==> config.mk <==
export PLATFORM = sky130hd
export DESIGN_NAME = dct_top
export DESIGN_NICKNAME = d
export VERILOG_FILES = /design/src/design/dct_pkg.sv /design/src/design/dct_top.sv /design/src/design/dct_sync.sv /design/src/design/dct_minterm.sv
export SDC_FILE = /design/constraint.sdc
export NUM_CORES = 1
export LEC_CHECK = 0
export ABC_CLOCK_PERIOD_IN_PS = 9700
export BUFFER_PORTS_ARGS = -buffer_cell sky130_fd_sc_hd__buf_2
export CORE_ASPECT_RATIO = 2
export CORE_MARGIN = 2
export CORE_UTILIZATION = 28
export DETAILED_ROUTE_END_ITERATION = 16
export GPL_TIMING_DRIVEN = 0
export PLACE_DENSITY = 0.46
export SLEW_MARGIN = 0
export SYNTH_ARGS = -nofsm -noshare
export SYNTH_HDL_FRONTEND = slang
export SYNTH_SLANG_ARGS = --single-unit
==> constraint.sdc <==
create_clock -name i_ref_clk -period 9.7 [get_ports i_ref_clk]
set_input_delay 1.455 -clock i_ref_clk [delete_from_list [all_inputs] [get_ports i_ref_clk]]
set_output_delay 1.455 -clock i_ref_clk [all_outputs]
set_load 0.01 [all_outputs]
==> src/design/dct_pkg.sv <==
// Package for the DRAM pin connectivity test block: pin groups, timings, states
package dct_pkg;

	localparam int unsigned CLK_PERIOD_PS = 4000;

	// Input validity, enable delay and clock-input validity times in ns (plain defaults)
	localparam int unsigned INPUT_VALID_NS  = 200;
	localparam int unsigned ENABLE_DELAY_NS = 10;
	localparam int unsigned CLKIN_VALID_NS  = 200;

	// Least times round up to whole cycles
	localparam int unsigned INPUT_VALID_CYC  = (INPUT_VALID_NS * 1000 + CLK_PERIOD_PS - 1)
		/ CLK_PERIOD_PS;
	localparam int unsigned ENABLE_DELAY_CYC = (ENABLE_DELAY_NS * 1000 + CLK_PERIOD_PS - 1)
		/ CLK_PERIOD_PS;
	localparam int unsigned CLKIN_VALID_CYC  = (CLKIN_VALID_NS * 1000 + CLK_PERIOD_PS - 1)
		/ CLK_PERIOD_PS;

	localparam int unsigned CNT_W = 8;
	localparam int unsigned DQ_W  = 16;
	localparam int unsigned MT_N  = 10;
	localparam int unsigned HALF  = 8;

	// Vref select code: 1 forces half of output supply
	localparam logic VREF_HALF = 1'h1;

	typedef struct packed {
		logic [17:0] addr;
		logic [1:0]  bank;
		logic        bank_grp0;
		logic        act_n;
		logic        cke;
		logic        odt;
		logic        ck_t;
		logic        ck_c;
		logic        par;
		logic        dm_upper_n;
		logic        dm_lower_n;
		logic        alert_n;
		logic        reset_n;
	} dct_tin_s;

	typedef struct packed {
		logic [DQ_W-1:0] dq;
		logic            strb_lo_t;
		logic            strb_lo_c;
		logic            strb_up_t;
		logic            strb_up_c;
	} dct_tout_s;

	typedef enum logic [3:0] {
		ST_IDLE   = 4'h1,
		ST_CLKIN  = 4'h2,
		ST_ENABLE = 4'h4,
		ST_ACTIVE = 4'h8
	} dct_state_e;

endpackage

==> src/design/dct_top.sv <==
// DRAM pin connectivity test: entry sequencing, minterm outputs, output enables
`timescale 1ns/1ps
module dct_top (
	input  wire logic                      i_ref_clk,
	input  wire logic                      i_rst_n,
	input  wire logic                      i_test_enable_pin,
	input  wire logic                      i_cs_n,
	input  wire logic                      i_has_a17,
	input  wire dct_pkg::dct_tin_s         i_tin,
	input  wire logic                      i_mem_dq_oe,
	input  wire logic [dct_pkg::DQ_W-1:0]  i_mem_dq,
	input  wire logic                      i_mem_refresh_req,
	output dct_pkg::dct_tout_s             o_tout,
	output logic      [dct_pkg::DQ_W-1:0]  o_dq_oe,
	output logic                           o_strb_oe,
	output logic                           o_continuity_check_mode,
	output logic                           o_clk_inputs_live,
	output logic                           o_inputs_live,
	output logic                           o_vref_half_sel,
	output logic                           o_refresh_allow,
	output logic                           o_reinit_required
);
	localparam int unsigned TIN_W = $bits(dct_pkg::dct_tin_s);

	logic rst_meta_q;
	logic rst_sync_q;

	// Reset release through two flops
	always_ff @(posedge i_ref_clk or negedge i_rst_n) begin
		if (!i_rst_n) begin
			rst_meta_q <= 1'h0;
			rst_sync_q <= 1'h0;
		end else begin
			rst_meta_q <= 1'h1;
			rst_sync_q <= rst_meta_q;
		end
	end

	logic              ten_s;
	logic              cs_n_s;
	logic              has_a17_s;
	logic [TIN_W-1:0]  tin_raw;
	dct_pkg::dct_tin_s tin_s;

	dct_sync #(.W(1)) u_sync_ten (
		.i_clk   (i_ref_clk),
		.i_rst_n (rst_sync_q),
		.i_d     (i_test_enable_pin),
		.o_q     (ten_s)
	);

	dct_sync #(.W(1)) u_sync_cs (
		.i_clk   (i_ref_clk),
		.i_rst_n (rst_sync_q),
		.i_d     (i_cs_n),
		.o_q     (cs_n_s)
	);

	// Strap is a pin too; same two-flop delay keeps it aligned with the pattern
	dct_sync #(.W(1)) u_sync_a17 (
		.i_clk   (i_ref_clk),
		.i_rst_n (rst_sync_q),
		.i_d     (i_has_a17),
		.o_q     (has_a17_s)
	);

	dct_sync #(.W(TIN_W)) u_sync_tin (
		.i_clk   (i_ref_clk),
		.i_rst_n (rst_sync_q),
		.i_d     (i_tin),
		.o_q     (tin_raw)
	);

	assign tin_s = dct_pkg::dct_tin_s'(tin_raw);

	dct_pkg::dct_tout_s mt_out;

	// Parallel combinational test function from sampled pins
	dct_minterm u_minterm (
		.i_ten     (ten_s),
		.i_has_a17 (has_a17_s),
		.i_tin     (tin_s),
		.o_tout    (mt_out)
	);

	dct_pkg::dct_state_e            st_q;
	dct_pkg::dct_state_e            st_d;
	logic [dct_pkg::CNT_W-1:0]      cnt_q;
	logic [dct_pkg::CNT_W-1:0]      cnt_d;
	logic [dct_pkg::CNT_W-1:0]      vld_q;
	logic [dct_pkg::CNT_W-1:0]      vld_d;
	logic                           clk_live_q;
	logic                           clk_live_d;
	logic                           reinit_q;
	logic                           reinit_d;
	logic [TIN_W-1:0]               tin_prev_q;
	logic                           in_mode;
	logic                           inputs_stable;

	assign in_mode = (st_q != dct_pkg::ST_IDLE);
	assign inputs_stable = (vld_q >= dct_pkg::CNT_W'(dct_pkg::INPUT_VALID_CYC));

	// Entry sequencer and input stability counter
	always_comb begin
		st_d       = st_q;
		cnt_d      = cnt_q;
		clk_live_d = clk_live_q;
		reinit_d   = reinit_q;
		vld_d      = (tin_raw != tin_prev_q) ? '0 :
			(inputs_stable ? vld_q : vld_q + dct_pkg::CNT_W'(1));
		if (!ten_s) begin
			if (in_mode) begin
				reinit_d = 1'h1;
			end
			st_d       = dct_pkg::ST_IDLE;
			cnt_d      = '0;
			clk_live_d = 1'h0;
		end else begin
			case (st_q)
				dct_pkg::ST_IDLE: begin
					st_d  = dct_pkg::ST_CLKIN;
					cnt_d = '0;
				end
				dct_pkg::ST_CLKIN: begin
					cnt_d = cnt_q + dct_pkg::CNT_W'(1);
					if (cnt_q + dct_pkg::CNT_W'(1) >=
						dct_pkg::CNT_W'(dct_pkg::CLKIN_VALID_CYC)) begin
						clk_live_d = 1'h1;
						st_d       = dct_pkg::ST_ENABLE;
						cnt_d      = '0;
					end
				end
				dct_pkg::ST_ENABLE: begin
					if (!cs_n_s) begin
						cnt_d = cnt_q + dct_pkg::CNT_W'(1);
					end
					if (!cs_n_s && inputs_stable && cnt_q + dct_pkg::CNT_W'(1) >=
						dct_pkg::CNT_W'(dct_pkg::ENABLE_DELAY_CYC)) begin
						st_d = dct_pkg::ST_ACTIVE;
					end
				end
				dct_pkg::ST_ACTIVE: begin
					st_d = dct_pkg::ST_ACTIVE;
				end
				default: begin
					st_d = dct_pkg::ST_IDLE;
				end
			endcase
		end
	end

	always_ff @(posedge i_ref_clk or negedge rst_sync_q) begin
		if (!rst_sync_q) begin
			st_q       <= dct_pkg::ST_IDLE;
			cnt_q      <= '0;
			vld_q      <= '0;
			clk_live_q <= 1'h0;
			reinit_q   <= 1'h0;
			tin_prev_q <= '0;
		end else begin
			st_q       <= st_d;
			cnt_q      <= cnt_d;
			vld_q      <= vld_d;
			clk_live_q <= clk_live_d;
			reinit_q   <= reinit_d;
			tin_prev_q <= tin_raw;
		end
	end

	dct_pkg::dct_tout_s               tout_d;
	logic [dct_pkg::DQ_W-1:0]         dq_oe_d;
	logic                             strb_oe_d;
	logic                             live_d;
	logic                             refresh_d;
	logic                             vref_d;

	// Output mux: test results once active, zeros earlier in test mode, memory path otherwise
	always_comb begin
		live_d    = (st_q == dct_pkg::ST_ACTIVE);
		vref_d    = in_mode ? dct_pkg::VREF_HALF : 1'h0;
		refresh_d = ~in_mode & i_mem_refresh_req;
		if (in_mode) begin
			tout_d    = live_d ? mt_out : '0;
			dq_oe_d   = {dct_pkg::DQ_W{live_d & ~cs_n_s}};
			strb_oe_d = live_d & ~cs_n_s;
		end else begin
			tout_d    = '0;
			tout_d.dq = i_mem_dq;
			dq_oe_d   = {dct_pkg::DQ_W{i_mem_dq_oe}};
			strb_oe_d = i_mem_dq_oe;
		end
	end

	always_ff @(posedge i_ref_clk or negedge rst_sync_q) begin
		if (!rst_sync_q) begin
			o_tout                  <= '0;
			o_dq_oe                 <= '0;
			o_strb_oe               <= 1'h0;
			o_continuity_check_mode <= 1'h0;
			o_clk_inputs_live       <= 1'h0;
			o_inputs_live           <= 1'h0;
			o_vref_half_sel         <= 1'h0;
			o_refresh_allow         <= 1'h0;
			o_reinit_required       <= 1'h0;
		end else begin
			o_tout                  <= tout_d;
			o_dq_oe                 <= dq_oe_d;
			o_strb_oe               <= strb_oe_d;
			o_continuity_check_mode <= in_mode;
			o_clk_inputs_live       <= clk_live_q;
			o_inputs_live           <= live_d;
			o_vref_half_sel         <= vref_d;
			o_refresh_allow         <= refresh_d;
			o_reinit_required       <= reinit_q;
		end
	end
endmodule

==> src/design/dct_sync.sv <==
// Two-flop synchroniser, one per bit
`timescale 1ns/1ps
module dct_sync #(
	parameter int unsigned W = 1
) (
	input  wire logic         i_clk,
	input  wire logic         i_rst_n,
	input  wire logic [W-1:0] i_d,
	output logic      [W-1:0] o_q
);
	logic [W-1:0] meta_q;
	logic [W-1:0] meta_d;
	logic [W-1:0] q_d;

	always_comb begin
		meta_d = i_d;
		q_d    = meta_q;
	end

	always_ff @(posedge i_clk or negedge i_rst_n) begin
		if (!i_rst_n) begin
			meta_q <= '0;
			o_q    <= '0;
		end else begin
			meta_q <= meta_d;
			o_q    <= q_d;
		end
	end
endmodule

==> src/design/dct_minterm.sv <==
// Minterm logic: XOR terms of test inputs mapped onto DQ and strobes
`timescale 1ns/1ps
module dct_minterm (
	input  wire logic                 i_ten,
	input  wire logic                 i_has_a17,
	input  wire dct_pkg::dct_tin_s    i_tin,
	output dct_pkg::dct_tout_s        o_tout
);
	logic [dct_pkg::MT_N-1:0] mt;
	logic [17:0]              a;

	always_comb begin
		a     = i_tin.addr;
		mt[0] = a[1] ^ a[6] ^ i_tin.par;
		mt[1] = a[8] ^ i_tin.alert_n ^ a[9];
		mt[2] = a[2] ^ a[5] ^ a[13] ^ (i_has_a17 & a[17]);
		mt[3] = a[0] ^ a[7] ^ a[11];
		mt[4] = i_tin.ck_c ^ i_tin.odt ^ a[15];
		mt[5] = i_tin.cke ^ a[16] ^ a[10];
		mt[6] = i_tin.act_n ^ a[4] ^ i_tin.bank[1];
		mt[7] = i_tin.dm_upper_n ^ i_tin.dm_lower_n ^ i_tin.ck_t;
		mt[8] = a[14] ^ a[12] ^ i_tin.bank[0];
		mt[9] = i_tin.bank_grp0 ^ a[3] ^ (i_tin.reset_n & i_ten);
	end

	genvar g;
	generate
		for (g = 0; g < dct_pkg::HALF; g++) begin : g_dq
			assign o_tout.dq[g]                 = mt[g];
			assign o_tout.dq[g + dct_pkg::HALF] = ~mt[g];
		end
	endgenerate

	assign o_tout.strb_lo_t = mt[8];
	assign o_tout.strb_lo_c = mt[9];
	assign o_tout.strb_up_t = ~mt[8];
	assign o_tout.strb_up_c = ~mt[9];
endmodule

==> impl_metrics.py <==
metrics = {
    "sta": {
        "finalClockSkew_ns": 0.00899,
        "period_minus_slack_ns": 2.78,
        "finalHoldWorstSlack_ns": 0.182,
        "finalSetupViolCount": 0,
        "setup_ws_ns": 6.92,
        "hold_viol_final": 0,
        "worst_pin_slew_ns": 0.630,
        "max-slew-margin-rel_pct": 58.0,
        "rsz0062_at_grt": "false",
        "finalCritPeriodShare_pct": 28.7,
        "max_freq_ghz": 0.359,
        "slew_violations": 0,
        "final.setup.tns_ns": 0,
    },
    "clock_tree": {
        "clockBufferDepth": 2,
        "clock_latency_ns": 0.42,
        "ctsHoldBuffers": 0,
        "ctsResizeCount": 0,
        "cts_sinks": 149,
        "cts_setup_buffers": 0,
        "cts_buffers": 17,
        "cts_tree": "done",
        "clkTransAtPathRegs_ns": 0.07,
        "cts-root-buf": "clkbuf_16",
        "h-tree-depth": 4,
    },
    "floorplan": {
        "initial_utilization_pct": 28.2,
        "design.die.area_mm2": 0.0205,
        "die_x_um": 102,
        "rows": 72,
        "coreArea_mm2": 0.0192,
        "die_h_um": 201,
        "io-pin-count": 97,
    },
    "worst_setup_path": {
        "r2r_cells": 7,
        "r2r-start": "cnt_q[0]",
        "crit_end": "o_dq_oe[12]",
        "critPathCaptureType": "primary output",
        "crit_fanout": 17,
        "cp.arrival_ns": 1.33,
        "r2r-end": "cnt_q[6]",
        "critPathLaunchType": "register",
        "crit_start": "o_dq_oe[14]",
        "path_class": "reg -> out",
        "r2r_slack_ns": 7.25,
        "worst_ep_required_time_ns": 8.25,
    },
    "logic_synthesis": {
        "async_reset_ff_share_pct": 100,
        "syn_avg_cell_area_um2": 13.6,
        "synth-edff-count": 0,
        "synth_cell_types": 49,
        "synth-main-ff-cell": "dfrtp_1",
        "ys.warnings.count": 0,
        "ys_seq_elements": 149,
        "synth_area_mm2": 0.00542,
        "synth_nets": 458,
        "ys_seq_area_share_pct": 68.9,
        "yosysTopAreaCellShare_pct": 68.4,
        "yosys.area.top_type": "dfrtp_1",
        "synthCells": 398,
        "synth_area_leaders": "dfrtp_1, xnor2_1, xor2_1, buf_4, nand2_1",
    },
    "routing": {
        "wl_per_cell_um": 14.1,
        "antenna_left": 0,
        "firstDrtPassIters": 4,
        "drc": 0,
        "vias_per_cell": 4.14,
        "drtIter0Drc": 85,
        "wl_um": 11100,
        "vias": 3260,
    },
    "status": {
        "status": "finished clean",
    },
    "global_routing": {
        "grt_max_degree": 71,
        "grt_pass1_wl_um": 18400,
        "antenna_found_initial": 0,
        "grt_pass1_vias": 3559,
        "track_usage_pct": 11.9,
        "grt_overflow_total": 0,
    },
    "power_and_ir_drop": {
        "power_density_mw_per_mm2": 212,
        "p_leak_nw": 3.14,
        "ir_drop_mv": 0.0866,
    },
    "final_layout": {
        "final_common_cell": "dfrtp_1",
        "drive_gt1_share_pct": 30.3,
        "antenna_cells": 0,
        "area_growth_syn_to_layout_pct": 26.9,
        "layout.nets": 575,
        "stdcell_count": 787,
        "most-common-layout-cells": "dfrtp_1, buf_2, xnor2_1",
        "final_cell_area_mm2": 0.00687,
    },
    "flow_run": {
        "maxCapViolCount": 0,
    },
    "place": {
        "dpl_cell_area_mm2": 0.00628,
        "hpwlAfterDp_um": 8060,
        "io_buffers": 96,
        "routabilityCongestion": 0.790,
        "dp_slack_ns": 7.26,
        "place_inst": 755,
    },
    "worst_hold_path": {
        "hold_path_class": "reg -> async",
    },
}
==> area by class of cell <==
| cell class | instances | area, µm² |
|---|---|---|
| multi-input cells | 214 | 1490 |
| clock inverters | 15 | 169 |
| fillers | 1881 | 12300 |
| flip-flops and latches | 149 | 3730 |
| repair buffers | 98 | 536 |
| clock buffers | 17 | 425 |
| well taps | 259 | 324 |
| plain buffers | 26 | 164 |
| inverters | 9 | 33.8 |
==> cell usage after synthesis, types with 5 or more instances <==
cell,number
a21oi_1,6
a22o_1,8
and2_1,7
buf_4,17
clkbuf_1,7
dfrtp_1,148
ha_1,6
inv_1,9
nand2_1,27
nand4_1,8
nor2_1,23
nor3_1,5
nor4_1,5
o21ai_0,14
xnor2_1,35
xor2_1,23
==> worst min-delay path by stage <==
stage	endpoint	slack (ns)
2_1_floorplan	rst_sync_q	0.33
3_3_place_gp	u_sync_tin.o_q[4]	0.34
3_5_place_dp	u_sync_tin.meta_q[24]	0.19
4_1_cts	u_sync_tin.meta_q[13]	0.19
5_1_grt	u_sync_tin.meta_q[13]	0.21
6_report	u_sync_tin.meta_q[13]	0.18
==> metal layers <==
metal	up-vias	GRT usage (%)	share of wire (%)
li1	1557	-	-
met1	1579	13.2	39
met2	97	19.9	53
met3	27	2.96	4.4
met4	0	7.33	4.3
met5	-	0	0
==> power by group <==
group	switching [W]	total [W]	internal (W)	leakage, nW
Sequential	0.0000214	0.000676	0.000655	1.81
Clock	0.000275	0.000660	0.000385	0.277
Combinational	0.0000641	0.000122	0.0000583	1.05
Total	0.000360	0.00146	0.00110	3.14
==> registers in the layout, summed over array words and instances (netlist names), 4 cells and up <==
register	count
cnt_q	8
st_q	4
o_tout	20
tin_prev_q	31
u_sync_tin.meta_q	31
u_sync_tin.o_q	31
vld_q	8
==> metrics by stage <==
stage | util [%] | power [W]
finish | 35.8 | 0.00146
global route | 35.8 | 0.00153
detailed placement | 32.7 | 0.000815
floorplan | - | 0.000758
CTS | 35.8 | 0.00148
global placement | 32.4 | 0.000809
==> worst max-delay path: stages (launching register included) <==
cell	delay (ns)
dfrtp_1	0.61
buf_4	0.18
buf_2	0.12
==> kinds of logic after synthesis <==
| kind of cell | Yosys count | share of synthesized area [%] |
|---|---|---|
| AOI/OAI and AO/OA | 53 | 7.25 |
| adders and majority gates | 6 | 1.39 |
| buffers and inverters | 35 | 3.65 |
| DFF | 149 | 68.9 |
| and+or+nand+nor | 95 | 9.19 |
| other | 1 | 0.0692 |
| xor gates and xnor gates | 58 | 9.38 |
| muxes | 1 | 0.208 |
(Power assumes the default switching activity.)
